[config.mk]
export PLATFORM = sky130hd
export DESIGN_NAME = pcss_top
export DESIGN_NICKNAME = d
export VERILOG_FILES = /design/src/common/pcss_pkg.sv /design/src/hdl/pcss_slow_div.sv /design/src/hdl/pcss_top.sv
export SDC_FILE = /design/constraint.sdc
export NUM_CORES = 1
export LEC_CHECK = 0
export BUFFER_PORTS_ARGS = -buffer_cell sky130_fd_sc_hd__clkbuf_2
export CORE_MARGIN = 1
export CORE_UTILIZATION = 44
export CTS_CLUSTER_SIZE = 10
export DETAILED_ROUTE_END_ITERATION = 12
export GPL_TIMING_DRIVEN = 0
export PLACE_DENSITY = 0.77
export SYNTH_ARGS = -nofsm -noshare
export SYNTH_HDL_FRONTEND = slang
export SYNTH_SLANG_ARGS = --single-unit
[constraint.sdc]
create_clock -name clk -period 0.9 [get_ports clk]
set_clock_uncertainty 0.05 [all_clocks]
set_input_delay 0.045 -clock clk [delete_from_list [all_inputs] [get_ports clk]]
set_output_delay 0.045 -clock clk [all_outputs]
set_load 0.005 [all_outputs]
[src/common/pcss_pkg.sv]
// package for the processor clock source select block
package pcss_pkg;

    localparam int unsigned CLK_FREQ_HZ    = 25_000_000;
    localparam int unsigned GAP_CYCLES     = 2;
    localparam int unsigned SLOW_DIV       = 16;
    localparam int unsigned SLOW_CNT_W     = $clog2(SLOW_DIV);
    localparam int unsigned MULT_W         = 4;
    localparam int unsigned UNIT_W         = 8;
    localparam logic [MULT_W-1:0] MULT_RST = 4'h1;
    localparam logic [1:0] GAP_LAST        = 2'(GAP_CYCLES - 1);

    typedef enum logic [1:0] {
        SRC_EXT,
        SRC_SYNTH,
        SRC_SLOW
    } pcss_src_t;

    typedef struct packed {
        logic              synth_pwr_req;
        logic              synth_sel_req;
        logic              slow_sel_req;
        logic [MULT_W-1:0] synth_mult;
        logic [UNIT_W-1:0] unit_gate;
    } pcss_ctl_t;

    typedef struct packed {
        pcss_src_t         src;
        logic              switching;
        logic              synth_pwr_en;
        logic              synth_locked;
        logic [MULT_W-1:0] synth_mult;
    } pcss_stat_t;

endpackage

[src/hdl/pcss_slow_div.sv]
// internal slow clock generator, one tick per divide period
`timescale 1ns/1ns
module pcss_slow_div
    import pcss_pkg::*;
(
    input  wire logic clk,
    input  wire logic rst_n,
    output logic      slow_tick
);

    logic [SLOW_CNT_W-1:0] cnt_q;

    always_ff @(posedge clk or negedge rst_n) begin
        if (!rst_n) begin
            cnt_q <= '0;
        end else begin
            cnt_q <= cnt_q + 1'b1;
        end
    end

    always_ff @(posedge clk or negedge rst_n) begin
        if (!rst_n) begin
            slow_tick <= 1'b0;
        end else begin
            slow_tick <= (cnt_q == '1);
        end
    end

endmodule

[src/hdl/pcss_top.sv]
// processor clock source select: ext 1x, synthesizer, slow clock
// How it works
// RULE_01 - power up on undivided external input clock
// RULE_02 - synthesizer output is input clock multiple
// RULE_03 - reset deselects and powers down synthesizer
// RULE_04 - software may select slow clock for power
// RULE_05 - slow clock wins over selected synthesizer
// RULE_06 - synthesizer keeps running while slow overrides
// RULE_07 - power control gates peripheral unit clocks
// RULE_08 - halt pin stops processor clock while asserted
// RULE_09 - switch sources without runts or glitches
`timescale 1ns/1ns
module pcss_top
    import pcss_pkg::*;
(
    input  wire logic        clk,
    input  wire logic        arst_n,
    input  wire pcss_ctl_t   ctl,
    input  wire logic        halt_pin,
    input  wire logic        synth_lock_pin,
    output logic             proc_tick_q,
    output logic [UNIT_W-1:0] periph_en_q,
    output pcss_stat_t       stat
);

    typedef enum logic [1:0] {
        ST_EXT,
        ST_SYNTH,
        ST_SLOW,
        ST_GAP
    } pcss_state_t;

    logic              rst_s1_q;
    logic              rst_n;
    logic              halt_s1_q;
    logic              halt_s2_q;
    logic              lock_s1_q;
    logic              lock_s2_q;
    logic              slow_tick;
    logic              synth_pwr_q;
    logic [MULT_W-1:0] synth_mult_q;
    pcss_state_t       state_q;
    pcss_state_t       state_d;
    pcss_state_t       target;
    pcss_state_t       pend_q;
    logic [1:0]        gap_q;
    logic              tick_d;

    ////////////////////////////////////////////////////////////////////////////
    // reset release and pin synchronisers

    always_ff @(posedge clk or negedge arst_n) begin
        if (!arst_n) begin
            rst_s1_q <= 1'b0;
            rst_n    <= 1'b0;
        end else begin
            rst_s1_q <= 1'b1;
            rst_n    <= rst_s1_q;
        end
    end

    always_ff @(posedge clk or negedge rst_n) begin
        if (!rst_n) begin
            halt_s1_q <= 1'b0;
            halt_s2_q <= 1'b0;
        end else begin
            halt_s1_q <= halt_pin;
            halt_s2_q <= halt_s1_q;
        end
    end

    always_ff @(posedge clk or negedge rst_n) begin
        if (!rst_n) begin
            lock_s1_q <= 1'b0;
            lock_s2_q <= 1'b0;
        end else begin
            lock_s1_q <= synth_lock_pin;
            lock_s2_q <= lock_s1_q;
        end
    end

    pcss_slow_div u_slow_div (
        .clk       (clk),
        .rst_n     (rst_n),
        .slow_tick (slow_tick)
    );

    ////////////////////////////////////////////////////////////////////////////
    // synthesizer power and multiplier

    // power follows the request alone, so a slow override leaves it running
    always_ff @(posedge clk or negedge rst_n) begin
        if (!rst_n) begin
            synth_pwr_q <= 1'b0; // see RULE_03
        end else begin
            synth_pwr_q <= ctl.synth_pwr_req; // see RULE_06
        end
    end

    // zero would not be a multiple, keep the previous ratio instead
    always_ff @(posedge clk or negedge rst_n) begin
        if (!rst_n) begin
            synth_mult_q <= MULT_RST;
        end else if (ctl.synth_mult != '0) begin
            synth_mult_q <= ctl.synth_mult; // see RULE_02
        end
    end

    ////////////////////////////////////////////////////////////////////////////
    // source selection, slow first, synthesizer only once locked

    always_comb begin
        if (ctl.slow_sel_req) begin
            target = ST_SLOW; // see RULE_04 see RULE_05
        end else if (ctl.synth_sel_req && synth_pwr_q && lock_s2_q) begin
            target = ST_SYNTH;
        end else begin
            target = ST_EXT;
        end
    end

    // every change passes a quiet gap so no partial period escapes
    always_comb begin
        state_d = state_q;
        if (state_q == ST_GAP) begin
            if (gap_q == '0) begin
                state_d = pend_q;
            end
        end else if (target != state_q) begin
            state_d = ST_GAP; // see RULE_09
        end
    end

    always_ff @(posedge clk or negedge rst_n) begin
        if (!rst_n) begin
            state_q <= ST_EXT; // see RULE_01 see RULE_03
        end else begin
            state_q <= state_d;
        end
    end

    always_ff @(posedge clk or negedge rst_n) begin
        if (!rst_n) begin
            pend_q <= ST_EXT;
            gap_q  <= '0;
        end else if (state_q != ST_GAP && state_d == ST_GAP) begin
            pend_q <= target;
            gap_q  <= GAP_LAST;
        end else if (gap_q != '0) begin
            gap_q  <= gap_q - 1'b1;
        end
    end

    ////////////////////////////////////////////////////////////////////////////
    // processor and peripheral clock ticks

    always_comb begin
        unique case (state_q)
            ST_EXT:   tick_d = 1'b1; // see RULE_01
            ST_SYNTH: tick_d = lock_s2_q; // see RULE_02
            ST_SLOW:  tick_d = slow_tick; // see RULE_04
            ST_GAP:   tick_d = 1'b0; // see RULE_09
        endcase
        if (halt_s2_q) begin
            tick_d = 1'b0; // see RULE_08
        end
    end

    always_ff @(posedge clk or negedge rst_n) begin
        if (!rst_n) begin
            proc_tick_q <= 1'b0;
        end else begin
            proc_tick_q <= tick_d;
        end
    end

    always_ff @(posedge clk or negedge rst_n) begin
        if (!rst_n) begin
            periph_en_q <= '0;
        end else begin
            periph_en_q <= {UNIT_W{tick_d}} & ~ctl.unit_gate; // see RULE_07
        end
    end

    always_comb begin
        stat.src          = (state_q == ST_SLOW)  ? SRC_SLOW :
                            (state_q == ST_SYNTH) ? SRC_SYNTH : SRC_EXT;
        stat.switching    = (state_q == ST_GAP);
        stat.synth_pwr_en = synth_pwr_q;
        stat.synth_locked = lock_s2_q;
        stat.synth_mult   = synth_mult_q;
    end

    ////////////////////////////////////////////////////////////////////////////
    // checks

    chk_reset_ext: assert property ( // see RULE_01
        @(posedge clk) disable iff (!rst_n)
        $past(!rst_n) |-> (state_q == ST_EXT))
        else $error("not on external clock after reset");

    chk_reset_synth_off: assert property ( // see RULE_03
        @(posedge clk) disable iff (!rst_n)
        $past(!rst_n) |-> (!synth_pwr_q && state_q != ST_SYNTH))
        else $error("synthesizer active after reset");

    chk_ext_ticks: assert property ( // see RULE_01
        @(posedge clk) disable iff (!rst_n)
        (state_q == ST_EXT && !halt_s2_q) |=> proc_tick_q)
        else $error("external source missed a tick");

    chk_mult_nonzero: assert property ( // see RULE_02
        @(posedge clk) disable iff (!rst_n)
        (ctl.synth_mult != '0) |=> (synth_mult_q == $past(ctl.synth_mult)))
        else $error("multiplier not taken");

    chk_slow_wins: assert property ( // see RULE_05
        @(posedge clk) disable iff (!rst_n)
        ctl.slow_sel_req [*6] |-> (state_q == ST_SLOW))
        else $error("slow clock did not take over");

    chk_slow_only_ticks: assert property ( // see RULE_04
        @(posedge clk) disable iff (!rst_n)
        (state_q == ST_SLOW && !slow_tick) |=> !proc_tick_q)
        else $error("tick outside slow period");

    chk_synth_keeps: assert property ( // see RULE_06
        @(posedge clk) disable iff (!rst_n)
        (ctl.synth_pwr_req && ctl.slow_sel_req) |=> synth_pwr_q)
        else $error("synthesizer stopped under slow override");

    chk_unit_gate: assert property ( // see RULE_07
        @(posedge clk) disable iff (!rst_n)
        (ctl.unit_gate != '0) |=> ((periph_en_q & $past(ctl.unit_gate)) == '0))
        else $error("gated unit still clocked");

    chk_halt_stops: assert property ( // see RULE_08
        @(posedge clk) disable iff (!rst_n)
        halt_s2_q |=> (!proc_tick_q && periph_en_q == '0))
        else $error("clock ran during halt");

    chk_gap_quiet: assert property ( // see RULE_09
        @(posedge clk) disable iff (!rst_n)
        (state_q != ST_GAP && state_d == ST_GAP) |=> ##1 !proc_tick_q ##1 !proc_tick_q)
        else $error("tick during source change");

endmodule

* Word level (Yosys, flattened, before mapping)
Index checks and enable logic that the tools add are counted.
** Word-level totals
- Flip-flop bits (word level) :: 31
- Bits in latches :: 0
- Memory bits (writable) :: 0
- Bits in read-only memories :: 0
- Input port bits :: 19
- Word-level logic and storage cells :: 45
- Memories kept :: 0
** Cells by class
- Add/subtract/negate cells :: 2
- Multipliers :: 0
- Div/mod/pow operators :: 0
- Order comparisons :: 0
- Equal/unequal tests :: 7
- Shift-type cells :: 0
- Muxes and demuxes :: 11
- Bitwise gates (word level) :: 2
- Reductions and logical operators :: 8
** Operators with widths (number)
- two-way mux 2 bit :: 7
- AND 8 bit :: 1
- inverter 8 bit :: 1
- == test 2 bit, second input constant :: 3
- adder 4 x 1 -> 4 bit, second input constant :: 1
- == test 4 bit, second input constant :: 1
- zero test 2 bit :: 2
- one-hot mux 1 bit (4 select lines) :: 1
- nonzero test 2 bit :: 2
- nonzero test 4 bit :: 1
- logical AND 1 bit :: 3
- two-way mux 1 bit :: 3
- == test 2 x 1 -> 1 bit, second input constant :: 1
- != test 2 bit :: 1
- != test 2 bit, second input constant :: 1
- subtractor 2 x 1 -> 2 bit, second input constant :: 1

* Logic depth before layout (Yosys ltp)
- Depth after elaboration :: 10
- Gate-level depth with buffers :: 5
- Depth with buffers taken out :: 5

* By module
Synthesis repeated with hierarchy kept, for this count alone.
** Unflattened totals
- Cell total of the unflattened synthesis :: 100
- Area total of the unflattened synthesis :: 1216.2 µm²
** By module, submodules not included
- pcss_top :: times used 1, cells an instance 89, area each 1039.7 µm², seq. area each 651.9 µm²
- pcss_slow_div :: times used 1, cells an instance 11, area each 176.4 µm², seq. area each 125.1 µm²

* Least setup slack after synthesis
No wires, ideal clock.
- Path kind :: reg-to-reg
- From :: reg gap_q[0]
- To :: reg state_q[1]
- Setup time :: 0.119 ns
- Arrival :: 0.978 ns
- Required time :: 0.731 ns
- Setup slack :: -0.247 ns
- Stages on the path, launching flop included :: 6
- Path buffers :: 0
- Path through :: dfrtp_1 inv_1 ha_1 and3b_1 a21oi_1 o21a_1
** Between the ends
- Cells in the longest elaborated chain, start to end :: 3
** RTL lines
- start: declaration :: RTL line pcss_top.sv:46 : logic [1:0] gap_q;
- start signal: assignment :: RTL line pcss_top.sv:150 : gap_q <= gap_q - 1'b1;
- zero test 2 bit :: RTL line pcss_top.sv:126 : if (gap_q == '0) begin
- two-way mux 2 bit :: RTL line pcss_top.sv:126
- two-way mux 2 bit :: RTL line pcss_top.sv:125 : if (state_q == ST_GAP) begin
- via state_d[1] :: RTL line pcss_top.sv:43 : pcss_state_t state_d;
- end signal: assignment :: RTL line pcss_top.sv:138 : state_q <= state_d;
- end: declaration :: RTL line pcss_top.sv:42 : pcss_state_t state_q;
The timed path passes the listed nets, and every way through them passes these cells.
A chain may end at the register's enable or synchronous reset.

* Worst setup path after layout
- From :: reg state_q[1]
- To :: reg periph_en_q[2]
** Between the ends
- Cells in the longest elaborated chain, start to end :: 4
** RTL lines
- == test 2 bit, or another cell as far along :: RTL line pcss_top.sv:158 : unique case (state_q)
- one-hot mux 1 bit (4 select lines) (*) :: RTL line pcss_top.sv:158
- two-way mux 1 bit (*) :: RTL line pcss_top.sv:164 : if (halt_s2_q) begin
- AND 8 bit (*) :: RTL line pcss_top.sv:181 : periph_en_q <= {UNIT_W{tick_d}} & ~ctl.unit_gate;
- end signal: assignment :: RTL line pcss_top.sv:181
- end: declaration :: RTL line pcss_top.sv:22 : output logic [UNIT_W-1:0] periph_en_q,
Every way passes the cells marked *; elsewhere a longest branch is shown, timed or not.

==> impl_metrics.env <==
export IMPL_ys_ff_latch=31
export IMPL_ctsRootBufferMaster="clkbuf_4"
export IMPL_fin_tns_setup_ns=-6.61
export IMPL_seq_area_frac_synth=0.650
export IMPL_fmaxAchievable_ghz=0.778
export IMPL_busiest_layer="met2"
export IMPL_via_per_inst=5.26
export IMPL_cp_top_family="simple AND/OR/NAND/NOR gates"
export IMPL_routed_wl_mm=3.40
export IMPL_syn_inst=99
export IMPL_finalHoldViolCount=0
export IMPL_dp_slack_ns=-0.260
export IMPL_multi_input_area_um2=492
export IMPL_fp_row_count=18
export IMPL_worst_endpoint_required_ns=1.05
export IMPL_drcViolationCount=0
export IMPL_clk_latency_ns=0.33
export IMPL_cellLeakagePower_nw=0.939
export IMPL_drtAntennaViolNets=0
export IMPL_critPathMaxStageDelay_ns=0.42
export IMPL_path_cells="or2b_4 > a22oi_2 > nor3_1"
export IMPL_clock_sinks=31
export IMPL_worst_path_buf_inv=0
export IMPL_p_per_area_mw_per_mm2=2590
export IMPL_postLayoutSetupSlackWorst_ns=-0.385
export IMPL_arrival_ns=1.43
export IMPL_grtUsageMet2=0.392
export IMPL_synth_area_top_cells="dfrtp_1 (63%), nor3_1 (3.3%), nor2_1 (2.8%), dfstp_2 (2.2%), ha_1 (2.1%)"
export IMPL_synthAdderAreaFrac=0.0209
export IMPL_drive_gt1_frac=0.517
export IMPL_die_h_um=54.1
export IMPL_routabilityCongestion=0.866
export IMPL_yosysUniqueCellTypes=33
export IMPL_path_class="reg -> reg"
export IMPL_syn_to_final_growth_pct=62.9
export IMPL_diodes=0
export IMPL_antenna_found_initial=0
export IMPL_synth_top_area_share=0.628
export IMPL_ir_worst_vdd_v=0.00178
export IMPL_vias=1074
export IMPL_cts_buffer_depth=2
export IMPL_wl_per_cell_um=16.7
export IMPL_start_util=0.474
export IMPL_r2r_slack_ns=-0.39
export IMPL_num_nets_final=194
export IMPL_critPathMaxFanout=4
export IMPL_synth_compound_area_frac=0.112
export IMPL_first_pass_iters=4
export IMPL_finalNonFillerCells=204
export IMPL_die_width_um=54.1
export IMPL_grt_start_max_net_pins=30
export IMPL_die_area_mm2=0.00293
export IMPL_cpMaxStageDelayCell="dfrtp_2"
export IMPL_dpl_hpwl_mm=1.56
export IMPL_yosysWarnings=0
export IMPL_failed_checks="negative setup slack"
export IMPL_fin_crit_sh=1.43
export IMPL_initialDrtViolationCount=12
export IMPL_cts_tree="yes"
export IMPL_grt_pass1_vias=943
export IMPL_timing_hold_ws_ns=0.0775
export IMPL_grt_overflow=0
export IMPL_maxSlewViolCount=0
export IMPL_seq_area_um2=786
export IMPL_ios=37
export IMPL_fin_crit_ns=1.29
export IMPL_htreeDepth=2
export IMPL_num_fill_cells=153
export IMPL_io_buffers=36
export IMPL_syn_num_nets=120
export IMPL_synth_area_mm2=0.00120
export IMPL_yosysTopAreaCell="dfrtp_1"
export IMPL_max_cap_violations=0
export IMPL_crit_path_start_kind="flop"
export IMPL_holdCritPathClass="in -> reg"
export IMPL_synth_simple_area_share=0.145
export IMPL_grt_usage=0.222
export IMPL_synth_xor_area_frac=0.0220
export IMPL_grt_pass1_wl_mm=4.31
export IMPL_cts_buffers=5
export IMPL_clk_pin_slew_worst_paths_ns=0.10
export IMPL_setup_viol=34
export IMPL_synth_top_family_by_area="simple AND/OR/NAND/NOR gates"
export IMPL_synth_area_per_cell_um2=12.1
export IMPL_dp_cells=165
export IMPL_use_met3=0.0876
export IMPL_core_area_mm2=0.00252
export IMPL_crit_path_end_kind="flop"
export IMPL_rsz0062_at_grt="true"
export IMPL_grtUsageMet1=0.242
export IMPL_status="complete, but fails checks"
export IMPL_synthMuxAreaShare=0
[metal layers]
layer | up-vias | share of wire | wire (um)
met2 | 48 | 0.54 | 1830
met3 | 16 | 0.055 | 188
met5 | - | 0 | 0
li1 | 488 | - | -
met4 | 0 | 0.051 | 174
met1 | 522 | 0.35 | 1210
[per-stage QoR]
step | util | area [um2] | total power [mW]
2_1_floorplan | - | 1240 | 2.65
3_3_place_gp | 0.576 | 1450 | 2.95
3_5_place_dp | 0.576 | 1450 | 3.02
4_1_cts | 0.707 | 1780 | 4.60
5_1_grt | 0.772 | 1950 | 5.33
6_report | 0.772 | 1950 | 5.04
[tightest hold or removal path, delay by kind of cell]
kind | cells | cell delay [ns]
buf+inv | 1 | 0.12
compound gates | 2 | 0.18
simple gates | 1 | 0.08
[final cells by class]
type / count / area share
sequential: 31 / 0.403
multi-input combinational: 58 / 0.252
timing repair buffer: 66 / 0.236
clock inverter: 2 / 0.0308
clock buffer: 6 / 0.0212
buffer: 4 / 0.0193
tap: 30 / 0.0193
inverter: 7 / 0.0173
[flip-flops by register name, indices dropped and copies added (netlist names), 2 cells and up]
signal            cells
u_slow_div.cnt_q      4
pend_q                2
synth_mult_q          4
gap_q                 2
state_q               2
periph_en_q           8
[path summary, 6_finish.rpt]
kind / cells after the start / to / startpoint
min in group asynchronous: 0 / halt_s1_q$_DFF_PN0_ / rst_n$_DFF_PN0_
worst min-delay path: 4 / gap_q[1]$_DFFE_PN0P_ / ctl[13]
max in group asynchronous: 3 / rst_n$_DFF_PN0_ / arst_n
worst max-delay path: 3 / periph_en_q[2]$_DFF_PN0_ / state_q[1]$_DFF_PN0_
worst min register to register: 0 / halt_s1_q$_DFF_PN0_ / rst_n$_DFF_PN0_
worst max register to register: 3 / periph_en_q[2]$_DFF_PN0_ / state_q[1]$_DFF_PN0_
[cell families after synthesis]
| family | count (synthesis) |
|---|---|
| fa+ha+maj | 2 |
| simple gates | 33 |
| xor+xnor | 3 |
| buf+inv | 11 |
| flops | 31 |
| compound gates | 18 |
| other cells | 1 |
[synth_stat cells, drive strengths merged]
library cell and instances:
dfstp 1, nand2 4, nand3b 3, buf 4, a31o 3, a31oi 2, o21a 1, inv 7
dfrtp 30, xnor2 2, or2b 1, o211ai 1, and3b 1, nor2b 1, conb 1, xor2 1
nand3 2, and3 2, and4b 1, a22oi 1, a21oi 3, o31ai 2, nor3b 1, o21ai 5
ha 2, nor2 9, nor3 8
[cells in the final DEF, fill, tap and decap left out, types with 2 or more instances in the layout]
| cell type | netlist | layout |
|---|---|---|
| dlygate4sd3_1 | 0 | 18 |
| nor3_1 | 8 | 6 |
| a31o_2 | 2 | 2 |
| and3_4 | 0 | 2 |
| buf_6 | 1 | 5 |
| buf_4 | 2 | 11 |
| inv_1 | 6 | 3 |
| nand3b_1 | 3 | 3 |
| nor2_1 | 9 | 7 |
| o21ai_1 | 1 | 3 |
| clkbuf_4 | 0 | 5 |
| dfrtp_1 | 30 | 25 |
| dfrtp_2 | 0 | 4 |
| a21oi_1 | 3 | 2 |
| nor3_2 | 0 | 2 |
| clkbuf_2 | 0 | 34 |
| bufinv_16 | 0 | 2 |
| inv_2 | 1 | 2 |
| nor2_2 | 0 | 2 |
| nand2_1 | 4 | 3 |
[power by group]
part           internal, mW  leakage [nW]  switching, mW
Combinational         0.909         0.503          0.919
Sequential             1.62         0.384          0.253
Clock                 0.867        0.0525          0.478
[what timing repair did]
| item | 4_1_cts | 5_1_grt |
|---|---|---|
| hold buffers | 18 | 0 |
| resized for setup | 3 | 26 |
| endpoints found under the setup margin | 35 | 38 |
| setup buffers | 6 | 6 |
| pin swaps | 5 | 6 |
| gates cloned | 0 | 1 |
| hold endpoints to repair | 18 | 0 |
Power figures use the tool's default switching activity.
